==> src/split_intr_pkg.sv <==
// Constants for the split interrupt descriptor decoder.
// Shared by the decoder and by whatever sits beside it on the bus.
package split_intr_pkg;

	// Register byte offsets on the bus
	localparam logic [7:0] LENGTH_AND_VALID_OFS = 8'h00;
	localparam logic [7:0] ROUTING_AND_TOKEN_OFS = 8'h04;
	localparam logic [7:0] BUFFER_AND_INTERVAL_OFS = 8'h08;
	localparam logic [7:0] TRANSFER_STATUS_OFS = 8'h0C;

	// Length and valid word fields
	localparam int VALID_BIT = 0;
	localparam int BYTE_COUNT_LSB = 3;
	localparam int MAX_PACKET_LEN_LSB = 18;
	localparam int ENDPOINT_LOW_BIT = 31;

	// Routing and token word fields
	localparam int ENDPOINT_HIGH_LSB = 0;
	localparam int FUNCTION_ADDR_LSB = 3;
	localparam int TOKEN_LSB = 10;
	localparam int TRANSFER_TYPE_LSB = 12;
	localparam int SPLIT_SELECT_BIT = 14;
	localparam int SPEED_END_LSB = 16;
	localparam int TRANSLATOR_PORT_LSB = 18;
	localparam int TRANSLATOR_HUB_LSB = 25;

	// Buffer and interval word fields
	localparam int INTERVAL_CODE_LSB = 3;
	localparam int BUFFER_START_LSB = 8;

	// Transfer status word fields
	localparam int BYTES_DONE_LSB = 0;
	localparam int ERROR_COUNT_LSB = 23;
	localparam int XACT_ERROR_BIT = 28;
	localparam int HALT_BIT = 30;
	localparam int ACTIVE_BIT = 31;

	// Encodings
	localparam logic [1:0] TOKEN_OUT = 2'h0;
	localparam logic [1:0] TOKEN_IN = 2'h1;
	localparam logic [1:0] TYPE_INTERRUPT = 2'h3;
	localparam logic [4:0] INTERVAL_CODE_MIN = 5'h04;
	localparam logic [4:0] INTERVAL_CODE_MAX = 5'h10;
	localparam logic [10:0] SPLIT_PACKET_MAX = 11'h040;
	localparam logic [14:0] BYTE_COUNT_MAX = 15'h1000;

	// Reset values
	localparam logic [31:0] WORD_RESET = 32'h0000_0000;
	localparam logic [1:0] ERROR_COUNT_RESET = 2'h0;

	// Microframe timing
	localparam int CLK_PERIOD_NS = 20;
	localparam int UFRAME_TIME_NS = 125000;
	localparam int UFRAME_CYCLES = UFRAME_TIME_NS / CLK_PERIOD_NS;

	typedef enum logic [1:0] {
		SCHED_IDLE,
		SCHED_WAIT_SLOT,
		SCHED_BUSY
	} sched_state_t;

endpackage

==> src/split_interrupt_descriptor_decode.sv <==
// Interrupt transfer descriptor decoder with periodic scheduler, split aware.
// Assumes a classic Wishbone master and a transaction engine on core_clk
// that answers each txn_req with one txn_done pulse.
//
// Functional notes
// - Buffer start is internal memory address
// - Interval code is microframe bits 7:3
// - Run every 2^(b-1) microframes, b 4..16
// - Hub address routes the split transaction
// - Port field names translator port
// - Speed/end code only used for splits
// - Split bit selects split or high-speed
// - Token 00 is OUT, 01 is IN
// - Device address selects target function
// - Endpoint is three high plus one low
// - Packets limited by max length, 64 split
// - Byte count is total depth, 4 kB max
// - Clear valid on completion or fatal error
// - Error counter decrements per retry; 00 none
//
// The Wishbone register port and the register offsets were left to the implementer.
`timescale 1ns/10ps
module split_interrupt_descriptor_decode #(
	parameter int UFRAME_CYCLES = split_intr_pkg::UFRAME_CYCLES
) (
	input wire logic core_clk,
	input wire logic reset_n,
	input wire logic wb_cyc_i,
	input wire logic wb_stb_i,
	input wire logic wb_we_i,
	input wire logic [7:0] wb_adr_i,
	input wire logic [3:0] wb_sel_i,
	input wire logic [31:0] wb_dat_i,
	output logic [31:0] wb_dat_o,
	output logic wb_ack_o,
	input wire logic txn_done,
	input wire logic txn_error,
	input wire logic [10:0] txn_bytes,
	output logic txn_req,
	output logic [1:0] txn_pid,
	output logic txn_split,
	output logic [1:0] speed_end_code,
	output logic [6:0] translator_hub_addr,
	output logic [6:0] translator_port,
	output logic [6:0] function_addr,
	output logic [3:0] endpoint_num,
	output logic [10:0] txn_len,
	output logic [15:0] mem_addr,
	output logic desc_done
);

	typedef struct packed {
		logic wb_ack;
		logic [31:0] wb_dat;
		logic [31:0] length_and_valid_word;
		logic [31:0] routing_and_token_word;
		logic [31:0] buffer_and_interval_word;
		logic active;
		logic halt;
		logic xact_err;
		logic [1:0] err_count;
		logic [14:0] bytes_done;
		logic [15:0] uframe_div;
		logic [15:0] uframe_num;
		split_intr_pkg::sched_state_t state;
		logic txn_req;
		logic [1:0] pid;
		logic split;
		logic [1:0] speed_end;
		logic [6:0] hub;
		logic [6:0] port;
		logic [6:0] fn;
		logic [3:0] ep;
		logic [10:0] len;
		logic [15:0] addr;
		logic done;
	} state_t;

	state_t cur;
	state_t next_cur;

	function automatic logic [31:0] merge(input logic [31:0] old, input logic [31:0] data,
		input logic [3:0] sel);
		logic [31:0] res;
		res = old;
		for (int i = 0; i < 4; i++) begin
			if (sel[i]) begin
				res[i*8 +: 8] = data[i*8 +: 8];
			end
		end
		return res;
	endfunction

	// Decoded descriptor fields
	logic valid;
	logic [14:0] byte_count;
	logic [10:0] max_packet_len;
	logic [4:0] interval_code;
	logic [4:0] code_eff;
	logic [15:0] slot_mask;
	logic [15:0] buffer_start_addr;
	logic [14:0] total_bytes;
	logic [14:0] remaining;
	logic [10:0] packet_limit;
	logic [10:0] next_len;
	logic [14:0] new_done;
	logic uframe_tick;
	logic slot_hit;
	logic bus_req;
	logic [31:0] status_word;

	assign valid = cur.length_and_valid_word[split_intr_pkg::VALID_BIT];
	assign byte_count = cur.length_and_valid_word[split_intr_pkg::BYTE_COUNT_LSB +: 15];
	assign max_packet_len = cur.length_and_valid_word[split_intr_pkg::MAX_PACKET_LEN_LSB +: 11];
	assign interval_code = cur.buffer_and_interval_word[split_intr_pkg::INTERVAL_CODE_LSB +: 5];
	assign buffer_start_addr = cur.buffer_and_interval_word[split_intr_pkg::BUFFER_START_LSB +: 16];
	assign bus_req = wb_cyc_i && wb_stb_i && !cur.wb_ack;

	// Codes outside 4..16 are clamped rather than left to wrap the mask
	always_comb begin
		if (interval_code < split_intr_pkg::INTERVAL_CODE_MIN) begin
			code_eff = split_intr_pkg::INTERVAL_CODE_MIN;
		end else if (interval_code > split_intr_pkg::INTERVAL_CODE_MAX) begin
			code_eff = split_intr_pkg::INTERVAL_CODE_MAX;
		end else begin
			code_eff = interval_code;
		end
	end

	assign slot_mask = 16'((32'h1 << (code_eff - 5'h01)) - 32'h1);
	assign uframe_tick = (cur.uframe_div == 16'(UFRAME_CYCLES - 1));
	assign slot_hit = uframe_tick && ((cur.uframe_num & slot_mask) == 16'h0000);

	// Larger counts than 4 kB are cut to 4 kB
	assign total_bytes = (byte_count > split_intr_pkg::BYTE_COUNT_MAX) ?
		split_intr_pkg::BYTE_COUNT_MAX : byte_count;
	assign remaining = total_bytes - cur.bytes_done;
	assign packet_limit = (cur.routing_and_token_word[split_intr_pkg::SPLIT_SELECT_BIT] &&
		max_packet_len > split_intr_pkg::SPLIT_PACKET_MAX) ?
		split_intr_pkg::SPLIT_PACKET_MAX : max_packet_len;
	assign next_len = (remaining < 15'(packet_limit)) ? remaining[10:0] : packet_limit;
	assign new_done = cur.bytes_done + 15'(txn_bytes);

	always_comb begin
		status_word = 32'h0000_0000;
		status_word[split_intr_pkg::ACTIVE_BIT] = cur.active;
		status_word[split_intr_pkg::HALT_BIT] = cur.halt;
		status_word[split_intr_pkg::XACT_ERROR_BIT] = cur.xact_err;
		status_word[split_intr_pkg::ERROR_COUNT_LSB +: 2] = cur.err_count;
		status_word[split_intr_pkg::BYTES_DONE_LSB +: 15] = cur.bytes_done;
	end

	always_comb begin
		next_cur = cur;
		next_cur.done = 1'b0;
		next_cur.uframe_div = uframe_tick ? 16'h0000 : cur.uframe_div + 16'h0001;
		next_cur.uframe_num = uframe_tick ? cur.uframe_num + 16'h0001 : cur.uframe_num;

		unique case (cur.state)
			split_intr_pkg::SCHED_IDLE: begin
				// Invalid descriptors are never touched here
				if (valid) begin
					next_cur.state = split_intr_pkg::SCHED_WAIT_SLOT;
					next_cur.bytes_done = 15'h0000;
					next_cur.addr = buffer_start_addr;
				end
			end
			split_intr_pkg::SCHED_WAIT_SLOT: begin
				if (!valid) begin
					next_cur.state = split_intr_pkg::SCHED_IDLE;
				end else if (slot_hit) begin
					next_cur.state = split_intr_pkg::SCHED_BUSY;
					next_cur.txn_req = 1'b1;
					next_cur.pid = cur.routing_and_token_word[split_intr_pkg::TOKEN_LSB +: 2];
					next_cur.split = cur.routing_and_token_word[split_intr_pkg::SPLIT_SELECT_BIT];
					// Speed/end bits mean nothing on a plain high-speed transaction
					next_cur.speed_end = next_cur.split ?
						cur.routing_and_token_word[split_intr_pkg::SPEED_END_LSB +: 2] :
						2'h0;
					next_cur.hub = cur.routing_and_token_word[split_intr_pkg::TRANSLATOR_HUB_LSB +: 7];
					next_cur.port = cur.routing_and_token_word[split_intr_pkg::TRANSLATOR_PORT_LSB +: 7];
					next_cur.fn = cur.routing_and_token_word[split_intr_pkg::FUNCTION_ADDR_LSB +: 7];
					next_cur.ep = {cur.routing_and_token_word[split_intr_pkg::ENDPOINT_HIGH_LSB +: 3],
						cur.length_and_valid_word[split_intr_pkg::ENDPOINT_LOW_BIT]};
					next_cur.len = next_len;
				end
			end
			split_intr_pkg::SCHED_BUSY: begin
				if (txn_done) begin
					next_cur.txn_req = 1'b0;
					next_cur.state = split_intr_pkg::SCHED_WAIT_SLOT;
					if (txn_error) begin
						next_cur.xact_err = 1'b1;
						if (cur.err_count == 2'h0) begin
							// Retries exhausted: fatal
							next_cur.length_and_valid_word[split_intr_pkg::VALID_BIT] = 1'b0;
							next_cur.active = 1'b0;
							next_cur.halt = 1'b1;
							next_cur.done = 1'b1;
							next_cur.state = split_intr_pkg::SCHED_IDLE;
						end else begin
							next_cur.err_count = cur.err_count - 2'h1;
						end
					end else begin
						next_cur.bytes_done = new_done;
						next_cur.addr = cur.addr + 16'(txn_bytes);
						if (new_done >= total_bytes) begin
							next_cur.length_and_valid_word[split_intr_pkg::VALID_BIT] = 1'b0;
							next_cur.active = 1'b0;
							next_cur.done = 1'b1;
							next_cur.state = split_intr_pkg::SCHED_IDLE;
						end
					end
				end
			end
		endcase

		// Bus access last, so a software set beats a same-cycle hardware clear
		next_cur.wb_ack = bus_req;
		next_cur.wb_dat = 32'h0000_0000;
		if (bus_req) begin
			if (wb_we_i) begin
				unique case (wb_adr_i)
					split_intr_pkg::LENGTH_AND_VALID_OFS: begin
						next_cur.length_and_valid_word =
							merge(cur.length_and_valid_word, wb_dat_i, wb_sel_i);
					end
					split_intr_pkg::ROUTING_AND_TOKEN_OFS: begin
						next_cur.routing_and_token_word =
							merge(cur.routing_and_token_word, wb_dat_i, wb_sel_i);
					end
					split_intr_pkg::BUFFER_AND_INTERVAL_OFS: begin
						next_cur.buffer_and_interval_word =
							merge(cur.buffer_and_interval_word, wb_dat_i, wb_sel_i);
					end
					split_intr_pkg::TRANSFER_STATUS_OFS: begin
						if (wb_sel_i[3]) begin
							next_cur.active = wb_dat_i[split_intr_pkg::ACTIVE_BIT];
							next_cur.halt = wb_dat_i[split_intr_pkg::HALT_BIT];
							next_cur.xact_err = wb_dat_i[split_intr_pkg::XACT_ERROR_BIT];
						end
						if (wb_sel_i[2]) begin
							next_cur.err_count = wb_dat_i[split_intr_pkg::ERROR_COUNT_LSB +: 2];
						end
					end
					default: begin
					end
				endcase
			end else begin
				unique case (wb_adr_i)
					split_intr_pkg::LENGTH_AND_VALID_OFS: next_cur.wb_dat = cur.length_and_valid_word;
					split_intr_pkg::ROUTING_AND_TOKEN_OFS: next_cur.wb_dat = cur.routing_and_token_word;
					split_intr_pkg::BUFFER_AND_INTERVAL_OFS: next_cur.wb_dat = cur.buffer_and_interval_word;
					split_intr_pkg::TRANSFER_STATUS_OFS: next_cur.wb_dat = status_word;
					default: next_cur.wb_dat = 32'h0000_0000;
				endcase
			end
		end
	end

	always_ff @(posedge core_clk or negedge reset_n) begin
		if (!reset_n) begin
			cur <= '0;
			cur.length_and_valid_word <= split_intr_pkg::WORD_RESET;
			cur.routing_and_token_word <= split_intr_pkg::WORD_RESET;
			cur.buffer_and_interval_word <= split_intr_pkg::WORD_RESET;
			cur.err_count <= split_intr_pkg::ERROR_COUNT_RESET;
			cur.state <= split_intr_pkg::SCHED_IDLE;
		end else begin
			cur <= next_cur;
		end
	end

	assign wb_ack_o = cur.wb_ack;
	assign wb_dat_o = cur.wb_dat;
	assign txn_req = cur.txn_req;
	assign txn_pid = cur.pid;
	assign txn_split = cur.split;
	assign speed_end_code = cur.speed_end;
	assign translator_hub_addr = cur.hub;
	assign translator_port = cur.port;
	assign function_addr = cur.fn;
	assign endpoint_num = cur.ep;
	assign txn_len = cur.len;
	assign mem_addr = cur.addr;
	assign desc_done = cur.done;

endmodule // split_interrupt_descriptor_decode

==> config.mk <==
export PLATFORM = sky130hd
export DESIGN_NAME = split_interrupt_descriptor_decode
export DESIGN_NICKNAME = d
export VERILOG_FILES = /design/src/split_intr_pkg.sv /design/src/split_interrupt_descriptor_decode.sv
export SDC_FILE = /design/constraint.sdc
export NUM_CORES = 1
export LEC_CHECK = 0
export BUFFER_PORTS_ARGS = -buffer_cell sky130_fd_sc_hd__clkbuf_2
export CORE_ASPECT_RATIO = 2
export CORE_MARGIN = 5
export CORE_UTILIZATION = 55
export CTS_BUF_LIST = sky130_fd_sc_hd__clkbuf_8
export DETAILED_ROUTE_END_ITERATION = 12
export PLACE_DENSITY = 0.86
export SLEW_MARGIN = 30
export SYNTH_ARGS = -nofsm -noshare
export SYNTH_HDL_FRONTEND = slang
export SYNTH_SLANG_ARGS = --single-unit
==> constraint.sdc <==
create_clock -name core_clk -period 6.2 [get_ports core_clk]
set_input_delay 1.86 -clock core_clk [delete_from_list [all_inputs] [get_ports core_clk]]
set_output_delay 1.86 -clock core_clk [all_outputs]
set_load 0.01 [all_outputs]
---- Word-level counts from Yosys, hierarchy flattened ----
Cells that the tools add are included.
operators by class
  bitwise gates (word level) .............. 1
  eq/ne operators ......................... 13
  $add $sub $neg .......................... 8
  shift-type cells ........................ 1
  multiplexer cells ....................... 62
  $lt $le $gt $ge ......................... 6
  reductions and logical operators ........ 27
operators with widths
  operator               count
  $mux 133               1
  $mux 32                4
  $pmux 32 s4            1
  $mux 101               1
  $mux 8                 12
  $reduce_and 4->1       14
  $mux 16                3
  $mux 15                3
  $mux 44                1
  $mux 42                1
  $add 16x1->16 const B  2
  $pmux 16 s2            1
  $pmux 15 s2            1
  $mux 11                2
  $mux 20                1
  $mux 5                 4
  $mux 17                1
  $add 16x11->16         1
  $and 16x16->16         1
  $eq 16x13->1 const B   1
  $eq 8x4->1 const B     2
  $logic_not 16->1       1
  $shl 1x5->16 const A   1
  $sub 16x1->16 const B  1
  28 further kinds       57
storage, ports and cells
  register bits after elaboration ......... 242
  input port bits ......................... 62
  word-level logic and storage cells ...... 152

---- Logic depth before layout (Yosys ltp) ----
  word-level depth ........................ 12
  mapped depth ............................ 22
  mapped depth without buffers ............ 20

---- Worst setup path before layout ----
Ideal clock, no wire load.
  kind .................................... input to register
  from .................................... input port txn_bytes[0]
  to ...................................... register cur[59] (netlist bit)
  path slack .............................. 1306 ps
  setup time .............................. 83 ps
  required time ........................... 6117 ps
  path buffers ............................ 0
  cell stages on the path ................. 18
  arrival ................................. 4811 ps
  path through ............................ ha_1 inv_1 fa_1 nor2b_1 o21a_1 o21ai_0 a21oi_1 o211ai_1 nand3b_1 a41oi_1 xnor2_1 ha_1 and4_1 a211oi_1 nand2_1 o31ai_1 a21oi_1 o21ai_0
on the way
  word-level cells in the longest chain between the ends .. 6
RTL lines
  item                    line                                      text
  start: declaration      split_interrupt_descriptor_decode.sv:38   input wire logic [10:0] txn_bytes,
  $add 15x11->15          split_interrupt_descriptor_decode.sv:142  assign new_done = cur.bytes_done + 15'(txn_bytes);
  $ge 15x15->1            split_interrupt_descriptor_decode.sv:207  if (new_done >= total_bytes) begin
  $mux 1                  split_interrupt_descriptor_decode.sv:207
  $mux 1                  split_interrupt_descriptor_decode.sv:192  if (txn_error) begin
  $mux 3                  split_interrupt_descriptor_decode.sv:189  if (txn_done) begin
  $pmux 2 s3              split_interrupt_descriptor_decode.sv:159  unique case (cur.state)
  end signal: assignment  split_interrupt_descriptor_decode.sv:270  cur <= next_cur;
  end: declaration        split_interrupt_descriptor_decode.sv:79   state_t cur;
Every way passes these cells. The select of a mux whose other input is x is not followed.
A chain may end at the register's enable or synchronous reset.

---- Worst setup path in the final report ----
  from .................................... register cur (netlist bit byte_count[11])
  to ...................................... register cur (netlist bit txn_len[2])
on the way
  word-level cells in the longest chain between the ends .. 5
RTL lines
  item              line                                      text
  $gt 15x13->1      split_interrupt_descriptor_decode.sv:135  assign total_bytes = (byte_count > split_intr_pkg::BYTE_COUNT_MAX) ?
  $mux 15 *         split_interrupt_descriptor_decode.sv:135
  $sub 15x15->15 *  split_interrupt_descriptor_decode.sv:137  assign remaining = total_bytes - cur.bytes_done;
  $lt 15x11->1      split_interrupt_descriptor_decode.sv:141  assign next_len = (remaining < 15'(packet_limit)) ? remaining[10:0] : packet_limit;
  $mux 11 *         split_interrupt_descriptor_decode.sv:141
Mark *: on every way between the ends. The rest lies on a longest branch, timed or not.

==> results.ini <==
[outcome]
outcome=completed

[synthesis]
synth_top_area_share_pct=44.3
synth_common_cells=dfrtp_1, mux2_2, nor2_1, nand2_1, buf_4
yosysMostFrequentCell=dfrtp_1
netlist_instances=1272
synth_edf_count=0
ys_seq_area_share_pct=44.3
synth_top_flop_cell=dfrtp_1
yosys.area.top_type=dfrtp_1
netlist-cell-type-count=72
syn_area_mm2=0.0136
synth-seq-cells=241
ys_warn_count=0
yosys-top-cells-area=dfrtp_1, mux2_2, ha_1
synth.avg_cell_area_um2=10.7
async_flop_share_pct=100

[sta]
tightest_slew_ns=1.02
fmax_mhz=190
holdWs_ns=0.432
fin_crit_sh_pct=84.8
setup_tns_ns=0
drv_slew=0
slew_headroom_pct=31.5
skew_ns=0.0315
period_minus_slack_ns=5.26
rsz0062_at_grt=no
finalSetupViolations=0
finalHoldViolCount=0

[clocking]
cts_hold_buffers=0
numCtsBuffers=35
cts_resized=0
clock_sinks=241
clk_latency_ns=0.55
cts_max_path_buffers=3
cts_setup_buffers=0
h-tree-depth=2
path_clk_slew_ns=0.07
root_buffer=clkbuf_8
cts_tree=done

[global_route]
antenna_found_initial=2
grt_pass1_wl_mm=57.4
overflow=0
grt_max_degree=105
grt_pass1_vias=10535
track_usage_pct=26.4

[route]
post_drt_wl_per_cell_um=21.7
vias=10114
vias_per_cell=5.96
first_pass_iters=5
ant_nets=0
drt_wl_total_mm=36.8
drc=0
drt_iter0_markers=654

[placed_design]
post-dp-hpwl_mm=28.1
gp_congestion=0.969
placed_cells=1639
port_buffers=153

[final_layout]
layoutNonFillerInstCount=1697
nFillCells=1950
drive_above_1_share_pct=27.4
fin_nets=1477
area_growth_pct=8.70

[setup_path]
worst-path-max-fanout=15
cp.arrival_ns=5.68
endpoint_kind=register
start_kind=register
critPathKind=reg2reg
worst_ep_required_time_ns=6.62

[die]
fp.dieW_um=121
placementRows=81
core_mm2=0.0244
initial_core_util_pct=55.7
ios=154
die_h_um=232
die_area_mm2=0.0282

[power_and_ir_drop]
p_total_mw=3.59
p_per_area_mw_per_mm2=243
peakVddDrop_v=0.000214
leakagePower_nw=7.33

[min_path]
hold_class=reg2reg

[job]
drv_cap=0

[worst max-delay path, cell delays in order, from the launching register on]
cell and delay, ns:
dfrtp_1 0.44, nor4_1 0.31, nand3_1 0.17, a211oi_1 0.30, buf_4 0.23, nand2_1 0.13, inv_1 0.13, ha_1 0.23
nor2b_1 0.13, o21ai_0 0.25, a2bb2oi_1 0.39, nor2b_1 0.21, xnor2_1 0.18, ha_1 0.31, a21oi_1 0.22, nand2_1 0.08
a21oi_1 0.16, o31ai_1 0.09, a211oi_1 0.26, o211ai_1 0.12, buf_4 0.22, o211a_4 0.28, a221o_1 0.30
[worst paths after layout]
kind / startpoint / to / slack (ns) / cells past startpoint
min in group asynchronous: reset_n / wb_dat_o[5] / 1.31 / 1
hold / removal: wb_ack_o / wb_ack_o / 0.43 / 1
hold reg to reg: wb_ack_o / wb_ack_o / 0.43 / 1
setup / recovery: byte_count[11] / txn_len[2] / 0.94 / 22
max in group asynchronous: reset_n / cur[198] / 3.68 / 2
setup reg to reg: byte_count[11] / txn_len[2] / 0.94 / 22
[cell families after synthesis]
kind of cell             count (synthesis)  share of synthesized area (%)
flip-flops                             241                           44.3
AND/OR/NAND/NOR                        357                           13.2
AO/OA/AOI/OAI                          203                           10.0
buffers and inverters                  184                           7.57
adder cells (fa/ha/maj)                 73                           6.84
other                                    2                         0.0552
multiplexers                           155                           14.4
XOR/XNOR                                57                           3.67
[flip-flops by register name, indices dropped and copies added, names as in the netlist]
register	cells
function_addr	7
translator_hub_addr	7
buffer_start_addr	16
wb_ack_o	1
desc_done	1
txn_req	1
speed_end_code	2
txn_pid	2
endpoint_num	4
mem_addr	16
cur	118
txn_len	11
txn_split	1
wb_dat_o	32
translator_port	7
byte_count	15
[cell type report]
type	count	area (um2)	share of cell area, %
multi-input cells	850	6570	44.5
flip-flops and latches	241	6030	40.8
repair buffers	165	878	5.94
clock buffers	43	592	4.00
well taps	332	415	2.81
inverters	51	191	1.29
clock inverters	12	96.3	0.652
diodes	3	7.51	0.0508
[power breakdown]
group,switching [mW],total [mW],internal (mW)
Sequential,0.0447,1.66,1.62
Combinational,0.389,0.635,0.246
Clock,0.622,1.29,0.669
Total,1.06,3.59,2.53
[layout by cell type, fill, tap and decap left out, drive strengths merged, types with 13 or more instances in the layout]
cell,synthesis,layout
mux2i,13,13
inv,51,57
nand4,13,13
nor3,17,17
buf,100,13
xor2,18,18
o21ai,51,51
nand2,95,95
nor2b,29,29
nand2b,17,17
ha,68,68
a21o,14,14
mux2,122,122
clkbuf,33,195
nand3,30,30
a21oi,49,49
dfrtp,241,241
nor2,96,96
xnor2,39,39
mux4,20,20
[metal layers]
metal	global-route usage (%)	routed length [um]	vias up
met1	26.0	12100	4997
met3	3.60	1640	149
li1	-	-	4586
met2	48.5	19700	382
met5	0	0	-
met4	20.4	3330	0
[stage by stage]
| stage | setup WS (ns) | utilization, % | instance area [um2] |
|---|---|---|---|
| 2_1_floorplan | 1.31 | - | 13600 |
| 5_1_grt | 0.554 | 60.5 | 14800 |
| 3_3_place_gp | 0.648 | 57.6 | 14100 |
| 3_5_place_dp | 0.573 | 57.6 | 14100 |
| 4_1_cts | 1.01 | 60.5 | 14800 |
| 6_report | 0.942 | 60.5 | 14800 |
Power figures use the tool's default switching activity.
